## src/logic/lin_break_map.svh

```systemverilog
// Register map, field positions, reset values and timing counts for the
// LIN break field controller. Included by the design, the checker and the bench.
//
// Notes on behaviour
// - Reception flag high during break reception
// - Reception error keeps flag, restarts detection
// - Receive trigger arms detection, reads zero
// - Transmit trigger starts break, reads zero
// - Length field selects 13 to 20 bits
// - Option register index 3, resets to 14h
// - Transmit inversion bit inverts transmit pin
// - Receive inversion bit inverts sampled input
// - Receive enable gates reception
`ifndef LIN_BREAK_MAP_SVH
`define LIN_BREAK_MAP_SVH

// Register indexes; byte address is four times the index
`define LBF_IDX_CONTROL 6'h00
`define LBF_IDX_OPTION 6'h03
`define LBF_IDX_STATUS 6'h04
`define LBF_IDX_IRQ_STATUS 6'h05
`define LBF_IDX_IRQ_MASK 6'h06

// Option register fields
`define LBF_OPT_RX_FLAG 7
`define LBF_OPT_RX_TRIG 6
`define LBF_OPT_TX_TRIG 5
`define LBF_OPT_SEL_HI 4
`define LBF_OPT_SEL_LO 2
`define LBF_OPT_TX_INV 1
`define LBF_OPT_RX_INV 0
`define LBF_OPT_RESET 8'h14

// Control register fields
`define LBF_CTL_POWER 7
`define LBF_CTL_TXE 6
`define LBF_CTL_RXE 5
`define LBF_CTL_RESET 8'h00

// Status register field
`define LBF_STS_BUSY 7

// Interrupt bits
`define LBF_IRQ_TX_DONE 0
`define LBF_IRQ_RX_DONE 1
`define LBF_IRQ_RX_ERR 2

// Timing
`define LBF_CLK_PERIOD_NS 25
`define LBF_BIT_TIME_NS 52080
`define LBF_BIT_CYCLES (`LBF_BIT_TIME_NS / `LBF_CLK_PERIOD_NS)
`define LBF_BREAK_BASE_BITS 5'h0d
`define LBF_RX_MIN_BITS 5'h0b

// Bus responses
`define LBF_RESP_OKAY 2'h0
`define LBF_RESP_SLVERR 2'h2

`endif

```

## src/logic/lin_break_pkg.sv

```systemverilog
// Types shared by the LIN break field controller.
// Assumes lin_break_map.svh is compiled alongside for the constants.
package lin_break_pkg;

   typedef enum logic [0:0] {TX_IDLE, TX_BREAK} tx_state_type;

   typedef enum logic [1:0] {RX_OFF, RX_WAIT, RX_LOW} rx_state_type;

   typedef struct packed {
      logic awready;
      logic wready;
      logic bvalid;
      logic [1:0] bresp;
      logic arready;
      logic rvalid;
      logic [1:0] rresp;
      logic [31:0] rdata;
      logic aw_have;
      logic [5:0] aw_idx;
      logic w_have;
      logic [7:0] wbyte;
      logic wlane0;
      logic power;
      logic txe;
      logic rxe;
      logic [2:0] sel;
      logic tx_inv;
      logic rx_inv;
      logic rx_flag;
      tx_state_type tx_st;
      rx_state_type rx_st;
      logic [4:0] tx_bits;
      logic [4:0] rx_bits;
      logic tx_pin;
      logic [2:0] irq_stat;
      logic [2:0] irq_mask;
      logic irq;
   } state_type;

endpackage

```

## src/logic/bit_period_counter.sv

```systemverilog
// Bit period timer: pulses tick_o once per bit time while run_i is high.
// Restarts from zero whenever run_i drops.
`timescale 1ns/1ps
module bit_period_counter #(
   parameter int unsigned CYCLES = 16
) (
   input wire logic clock_i, // System clock
   input wire logic sys_rst_i, // Asynchronous reset, active high
   input wire logic run_i, // Count while high
   output logic tick_o // One-cycle pulse at end of each bit
);
   logic [11:0] count_q;
   logic [11:0] count_d;

   assign tick_o = run_i && (count_q == 12'(CYCLES - 1));

   always_comb
   begin
      count_d = count_q;
      if (!run_i || tick_o)
         count_d = 12'h000;
      else
         count_d = count_q + 12'h001;
   end

   always_ff @(posedge clock_i or posedge sys_rst_i)
   begin
      if (sys_rst_i)
         count_q <= 12'h000;
      else
         count_q <= count_d;
   end
endmodule

```

## src/logic/lin_break_field_control.sv

```systemverilog
// LIN break field controller: sends and detects sync breaks, holds the
// option register, serves registers over AXI4-Lite.
// Assumes a 40 MHz clock, synchronous serial input, one master.
//
// The AXI4-Lite register port was chosen for this implementation.
`timescale 1ns/1ps
`include "lin_break_map.svh"
module lin_break_field_control
   import lin_break_pkg::*;
(
   input wire logic clock_i, // System clock
   input wire logic sys_rst_i, // Asynchronous reset, active high
   input wire logic [7:0] s_axi_awaddr, // Write address
   input wire logic s_axi_awvalid, // Write address valid
   output logic s_axi_awready, // Write address ready
   input wire logic [31:0] s_axi_wdata, // Write data
   input wire logic [3:0] s_axi_wstrb, // Write byte strobes
   input wire logic s_axi_wvalid, // Write data valid
   output logic s_axi_wready, // Write data ready
   output logic [1:0] s_axi_bresp, // Write response
   output logic s_axi_bvalid, // Write response valid
   input wire logic s_axi_bready, // Write response ready
   input wire logic [7:0] s_axi_araddr, // Read address
   input wire logic s_axi_arvalid, // Read address valid
   output logic s_axi_arready, // Read address ready
   output logic [31:0] s_axi_rdata, // Read data
   output logic [1:0] s_axi_rresp, // Read response
   output logic s_axi_rvalid, // Read data valid
   input wire logic s_axi_rready, // Read data ready
   input wire logic transfer_busy_i, // Data transfer in progress
   input wire logic serial_rx_pin_i, // Serial receive line
   output logic serial_tx_pin_o, // Serial transmit line
   output logic irq_o // Interrupt, level, active high
);
   state_type q;
   state_type d;
   logic tx_tick;
   logic rx_tick;
   logic rx_level;

   // Shared bit timer would couple both directions; each has its own
   bit_period_counter #(.CYCLES(`LBF_BIT_CYCLES)) tx_timer (
      .clock_i(clock_i),
      .sys_rst_i(sys_rst_i),
      .run_i(q.tx_st == TX_BREAK),
      .tick_o(tx_tick)
   );

   bit_period_counter #(.CYCLES(`LBF_BIT_CYCLES)) rx_timer (
      .clock_i(clock_i),
      .sys_rst_i(sys_rst_i),
      .run_i(q.rx_st == RX_LOW),
      .tick_o(rx_tick)
   );

   assign rx_level = serial_rx_pin_i ^ q.rx_inv;

   always_comb
   begin
      logic do_write;
      logic wr_opt;
      logic tx_trig;
      logic rx_trig;
      logic rx_on;
      logic rd_take;
      logic [5:0] rd_idx;
      logic [7:0] rd_byte;
      logic rd_ok;
      logic [2:0] len_off;
      logic [4:0] tx_len;
      logic [2:0] events;
      do_write = 1'b0;
      wr_opt = 1'b0;
      tx_trig = 1'b0;
      rx_trig = 1'b0;
      rx_on = 1'b0;
      rd_take = 1'b0;
      rd_idx = 6'h00;
      rd_byte = 8'h00;
      rd_ok = 1'b0;
      len_off = 3'h0;
      tx_len = 5'h00;
      events = 3'h0;
      d = q;

      // Write address and data are taken in either order
      if (s_axi_awvalid && q.awready)
      begin
         d.aw_have = 1'b1;
         d.aw_idx = s_axi_awaddr[7:2];
      end
      if (s_axi_wvalid && q.wready)
      begin
         d.w_have = 1'b1;
         d.wbyte = s_axi_wdata[7:0];
         d.wlane0 = s_axi_wstrb[0];
      end
      if (q.bvalid && s_axi_bready)
         d.bvalid = 1'b0;

      if (q.aw_have && q.w_have && !q.bvalid)
      begin
         do_write = q.wlane0;
         d.aw_have = 1'b0;
         d.w_have = 1'b0;
         d.bvalid = 1'b1;
         d.bresp = `LBF_RESP_OKAY;
         case (q.aw_idx)
            `LBF_IDX_CONTROL, `LBF_IDX_OPTION, `LBF_IDX_STATUS,
            `LBF_IDX_IRQ_STATUS, `LBF_IDX_IRQ_MASK: d.bresp = `LBF_RESP_OKAY;
            default: d.bresp = `LBF_RESP_SLVERR;
         endcase
      end
      d.awready = !d.aw_have;
      d.wready = !d.w_have;

      if (do_write && q.aw_idx == `LBF_IDX_CONTROL)
      begin
         d.power = q.wbyte[`LBF_CTL_POWER];
         d.txe = q.wbyte[`LBF_CTL_TXE];
         d.rxe = q.wbyte[`LBF_CTL_RXE];
      end
      wr_opt = do_write && q.aw_idx == `LBF_IDX_OPTION;
      if (wr_opt)
      begin
         d.sel = q.wbyte[`LBF_OPT_SEL_HI:`LBF_OPT_SEL_LO];
         d.tx_inv = q.wbyte[`LBF_OPT_TX_INV];
         d.rx_inv = q.wbyte[`LBF_OPT_RX_INV];
      end
      if (do_write && q.aw_idx == `LBF_IDX_IRQ_MASK)
         d.irq_mask = q.wbyte[2:0];

      // Triggers act only in the write cycle and are never stored
      tx_trig = wr_opt && q.wbyte[`LBF_OPT_TX_TRIG];
      rx_trig = wr_opt && q.wbyte[`LBF_OPT_RX_TRIG];

      // Break transmission
      len_off = q.sel + 3'h3;
      tx_len = `LBF_BREAK_BASE_BITS + {2'b00, len_off};
      case (q.tx_st)
         TX_IDLE:
         begin
            d.tx_pin = 1'b1;
            // Ignored unless transmitter powered and enabled
            if (tx_trig && q.power && q.txe)
            begin
               d.tx_st = TX_BREAK;
               d.tx_bits = 5'h00;
               d.tx_pin = 1'b0;
            end
         end
         TX_BREAK:
         begin
            d.tx_pin = 1'b0;
            if (!(q.power && q.txe))
            begin
               d.tx_st = TX_IDLE;
               d.tx_pin = 1'b1;
            end
            else if (tx_tick)
            begin
               d.tx_bits = q.tx_bits + 5'h01;
               if (q.tx_bits + 5'h01 == tx_len)
               begin
                  d.tx_st = TX_IDLE;
                  d.tx_pin = 1'b1;
                  events[`LBF_IRQ_TX_DONE] = 1'b1;
               end
            end
         end
         default:
            d.tx_st = TX_IDLE;
      endcase
      d.tx_pin = d.tx_pin ^ d.tx_inv;
      // Break reception
      rx_on = q.power && q.rxe;
      case (q.rx_st)
         RX_OFF:
         begin
            if (rx_trig && rx_on)
            begin
               d.rx_st = RX_WAIT;
               d.rx_flag = 1'b1;
            end
         end
         RX_WAIT:
         begin
            d.rx_bits = 5'h00;
            if (!rx_on)
               d.rx_st = RX_OFF;
            else if (!rx_level)
               d.rx_st = RX_LOW;
         end
         RX_LOW:
         begin
            if (!rx_on)
               d.rx_st = RX_OFF;
            else if (rx_level)
            begin
               if (q.rx_bits >= `LBF_RX_MIN_BITS)
               begin
                  d.rx_st = RX_OFF;
                  d.rx_flag = 1'b0;
                  events[`LBF_IRQ_RX_DONE] = 1'b1;
               end
               else
               begin
                  // Too short: flag stays set, detection re-arms
                  d.rx_st = RX_WAIT;
                  events[`LBF_IRQ_RX_ERR] = 1'b1;
               end
            end
            else if (rx_tick && q.rx_bits != 5'h1f)
               d.rx_bits = q.rx_bits + 5'h01;
         end
         default:
            d.rx_st = RX_OFF;
      endcase
      if (!q.power && !q.rxe)
         d.rx_flag = 1'b0;

      // Register reads
      rd_take = s_axi_arvalid && q.arready;
      rd_idx = s_axi_araddr[7:2];
      rd_ok = 1'b1;
      case (rd_idx)
         `LBF_IDX_CONTROL:
            rd_byte = {q.power, q.txe, q.rxe, 5'h00};
         `LBF_IDX_OPTION:
            rd_byte = {q.rx_flag, 2'b00, q.sel, q.tx_inv, q.rx_inv};
         `LBF_IDX_STATUS:
            rd_byte = {transfer_busy_i, 7'h00};
         `LBF_IDX_IRQ_STATUS:
            rd_byte = {5'h00, q.irq_stat};
         `LBF_IDX_IRQ_MASK:
            rd_byte = {5'h00, q.irq_mask};
         default:
         begin
            rd_byte = 8'h00;
            rd_ok = 1'b0;
         end
      endcase
      if (rd_take)
      begin
         d.arready = 1'b0;
         d.rvalid = 1'b1;
         d.rdata = {24'h000000, rd_byte};
         d.rresp = rd_ok ? `LBF_RESP_OKAY : `LBF_RESP_SLVERR;
      end
      if (q.rvalid && s_axi_rready)
      begin
         d.rvalid = 1'b0;
         d.arready = 1'b1;
      end

      // A read clears status; an event in the same cycle still lands
      if (rd_take && rd_idx == `LBF_IDX_IRQ_STATUS)
         d.irq_stat = events;
      else
         d.irq_stat = q.irq_stat | events;
      d.irq = |(d.irq_stat & d.irq_mask);
   end

   always_ff @(posedge clock_i or posedge sys_rst_i)
   begin
      if (sys_rst_i)
      begin
         q <= '0;
         q.awready <= 1'b1;
         q.wready <= 1'b1;
         q.arready <= 1'b1;
         q.sel <= 3'h5;
         q.tx_pin <= 1'b1;
         q.tx_st <= TX_IDLE;
         q.rx_st <= RX_OFF;
      end
      else
         q <= d;
   end

   assign s_axi_awready = q.awready;
   assign s_axi_wready = q.wready;
   assign s_axi_bvalid = q.bvalid;
   assign s_axi_bresp = q.bresp;
   assign s_axi_arready = q.arready;
   assign s_axi_rvalid = q.rvalid;
   assign s_axi_rresp = q.rresp;
   assign s_axi_rdata = q.rdata;
   assign serial_tx_pin_o = q.tx_pin;
   assign irq_o = q.irq;
endmodule

```

## config.mk

```make
export PLATFORM = sky130hd
export DESIGN_NAME = lin_break_field_control
export DESIGN_NICKNAME = d
export VERILOG_FILES = /design/src/logic/lin_break_pkg.sv /design/src/logic/bit_period_counter.sv /design/src/logic/lin_break_field_control.sv
export VERILOG_INCLUDE_DIRS = /design/src /design/src/logic
export SDC_FILE = /design/constraint.sdc
export NUM_CORES = 1
export LEC_CHECK = 0
export BUFFER_PORTS_ARGS = -buffer_cell sky130_fd_sc_hd__buf_2
export CAP_MARGIN = 20
export CORE_ASPECT_RATIO = 1.25
export CORE_MARGIN = 4
export CORE_UTILIZATION = 35
export DETAILED_ROUTE_END_ITERATION = 8
export PLACE_DENSITY = 0.61
export SETUP_SLACK_MARGIN = 0.2
export SLEW_MARGIN = 5
export SYNTH_ARGS = -nofsm -noshare
export SYNTH_HDL_FRONTEND = slang
export SYNTH_SLANG_ARGS = --single-unit
export TNS_END_PERCENT = 100
```

## constraint.sdc

```tcl
create_clock -name clock_i -period 3.7 [get_ports clock_i]
set_input_delay 0.185 -clock clock_i [delete_from_list [all_inputs] [get_ports clock_i]]
set_output_delay 0.185 -clock clock_i [all_outputs]
set_load 0.01 [all_outputs]
```

==> flow_summary.ini <==
[outcome]
status = finished, final reports clean

[hold_path]
min_path_type = input pin to flip-flop

[synth]
yosysSeqAreaShare = 0.486
netlist-cell-type-count = 51
yosysWarnings = 0
syn-cell-area_sq_um = 4440
syn_inst = 418
yosys_most_used_dff = dfrtp_1
synth_async_sr_flop_share = 1.00
avgSynthCellArea_sq_um = 10.6
synth_edf_count = 0
ys_seq_elements = 86

[clocking]
postCtsSetupRepairBufs = 0
cts_tree = done
path_clk_slew_ns = 0.07
ctsResizeCount = 0
root_buffer = clkbuf_16
clk_latency_ns = 0.34
cts.sinks = 86
cts_max_level = 3
cts_buffers = 9
cts_buffer_depth = 2

[grt]
grt_max_degree = 55
grtUsageTotal = 0.121
gr-total-overflow = 0
grt_pass1_vias = 2918
grt_pass1_wl_mm = 14.2
antenna_found_initial = 0

[critical_path]
path_cells = inv_1 -> ha_1 -> inv_1 -> ha_1 -> inv_1 -> ha_1 -> and4_1 -> and2_0 -> o2111a_1 -> a22o_1 -> a221o_1
end_kind = flip-flop
crit_path_max_incr_delay_ns = 0.59
cp_data_required_time_ns = 3.91
critPathKind = flip-flop to flip-flop
worst-path-max-fanout = 6
crit_slowest_cell = dfstp_2
cp-start-kind = flip-flop
worst_ep_arrival_time_ns = 3.02

[pwr]
power_density_nw_per_um2 = 561
ir_drop_uv = 397
p_total_mw = 2.82
leakage_nw = 2.34

[die]
die_x_um = 109
rows = 45
die-area_sq_um = 14600
initial_utilization = 0.362
core_area_sq_um = 12300
top_level_ports = 104
die_h_um = 134

[timing]
final.setup.tns_ns = 0
rsz0062_at_grt = no
finClkSkew_ns = 0.00750
min_period_ns = 2.81
fmax_ghz = 0.356
hold_viol_final = 0
setup-violations-final = 0
maxSlewViolCount = 0
finalCritPeriodShare = 0.760

[drt]
wire_per_inst_um = 13.5
drtIter0Drc = 135
wirelength_mm = 8.45
drc = 0
vias = 3013
final_antenna_net_count = 0
first_pass_iters = 5
viasPerCell = 4.81

[place]
dpl.hpwl_mm = 6.23
port_buffers = 46
placed_area_sq_um = 4670
gp_congestion = 0.791

[cells_and_area]
diodes = 0
fin_nets = 531
fill_cells = 1196
final_area_sq_um = 5030
layout-drive-gt1-share = 0.222
syn2layout_area_growth_pct = 13.3

[run]
drv_cap = 0
==> area by class of cell <==
cell class	instances	area, sq um	area share
Clock buffer	9	225	0.0448
Clock inverter	7	103	0.0204
Inverter	17	65.1	0.0129
Multi-Input combinational cell	295	2000	0.397
Sequential cell	86	2160	0.429
Tap cell	164	205	0.0408
Timing Repair Buffer	49	275	0.0547
==> synth_stat cells, types with 2 or more instances <==
master / instances / area (sq um)
nand3_1: 23 / 115
buf_4: 36 / 270
and2_1: 8 / 50.1
a31o_2: 2 / 17.5
nor2_1: 33 / 124
clkbuf_1: 7 / 26.3
xor2_1: 9 / 78.8
nor4b_1: 6 / 52.6
mux2i_1: 6 / 60.1
nand2b_1: 3 / 18.8
and4_1: 2 / 17.5
inv_1: 17 / 63.8
nand2_1: 30 / 113
and3_1: 12 / 75.1
nand4_1: 4 / 25.0
mux2_2: 26 / 293
nor2b_1: 6 / 37.5
xnor2_1: 19 / 166
dfstp_2: 6 / 158
and3b_1: 3 / 26.3
o21a_1: 2 / 15.0
nor3b_1: 2 / 15.0
nor3_1: 8 / 40.0
a21oi_1: 5 / 25.0
a22o_1: 8 / 70.1
a22oi_1: 3 / 22.5
ha_1: 12 / 150
dfrtp_1: 80 / 2000
o21ai_0: 17 / 85.1
a21o_1: 2 / 15.0
==> repair_timing <==
action                                  4_1_cts  5_1_grt
endpoints found under the setup margin        0        0
endpoints found under the hold margin         0       51
hold buffers                                  0        1
==> path summary, 6_finish.rpt <==
kind,from,endpoint,slack (ns),depth (start not counted)
max in group asynchronous,sys_rst_i,q[26],2.49,5
hold reg to reg,s_axi_rdata[5],s_axi_rdata[5],0.48,2
setup reg to reg,q[24],irq_o,0.89,11
min in group asynchronous,sys_rst_i,rx_timer.count_q[3],0.26,3
setup / recovery,q[24],irq_o,0.89,11
hold / removal,s_axi_bready,s_axi_bvalid,0.01,2
==> critical path, delay by kind of cell, from the launching register on <==
family | cells | cell delay, ns
AND/OR/NAND/NOR | 2 | 0.36
AO/OA/AOI/OAI | 3 | 0.83
adder cells (fa/ha/maj) | 3 | 0.70
flip-flops | 1 | 0.59
buffers and inverters | 3 | 0.21
==> layout by cell type, fill, tap and decap left out, types with 2 or more instances in the layout <==
cell,count
a21o_1,2
a21oi_1,5
a22o_1,8
a22oi_1,3
a31o_2,2
and2_1,8
and3_1,12
and3b_1,3
and4_1,2
buf_2,46
bufinv_16,2
clkbuf_16,9
clkinv_2,2
conb_1,26
dfrtp_1,80
dfstp_2,6
ha_1,12
inv_1,16
inv_6,2
mux2_2,26
mux2i_1,6
nand2_1,30
nand2b_1,3
nand3_1,23
nand4_1,4
nor2_1,33
nor2b_1,6
nor3_1,8
nor3b_1,2
nor4b_1,6
o21a_1,2
o21ai_0,17
xnor2_1,19
xor2_1,9
==> through the flow <==
stage	util	std cells	worst slack [ns]	hold WS [ns]
floorplan	-	443	1.15	0.248
global placement	0.380	609	1.02	0.365
detailed placement	0.380	609	0.933	0.367
CTS	0.407	625	0.882	0.00530
global route	0.410	627	0.758	0.00152
finish	0.410	627	0.889	0.0150
==> report_power, final <==
group	switching, mW	leakage (nW)	internal (mW)
Clock	0.392	0.162	0.601
Combinational	0.259	1.06	0.281
Sequential	0.160	1.12	1.13
Total	0.812	2.34	2.01
==> kinds of logic (layout without fill, tap and decap cells) <==
logic type                 Yosys count  count (layout)  synth area share
adders and majority gates           12              12            0.0338
AOI/OAI and AO/OA                   48              48            0.0752
other                                1              26          0.000844
DFF                                 86              86             0.486
muxes                               32              32            0.0794
buffers and inverters               62              82            0.0848
and+or+nand+nor                    148             148             0.179
xor gates and xnor gates            29              29            0.0606
==> routing by layer <==
metal	share of wire	up-vias	track usage
li1	-	1467	-
met1	0.45	1464	0.162
met3	0.052	11	0.0303
met4	0.013	0	0.0400
met2	0.48	71	0.192
met5	0	-	0
==> flip-flops by register name, summed over array words and instances (netlist names), 8 cells and up <==
name              flops
rx_timer.count_q     12
s_axi_rdata           8
q                    45
tx_timer.count_q     12
(Power assumes the default switching activity.)
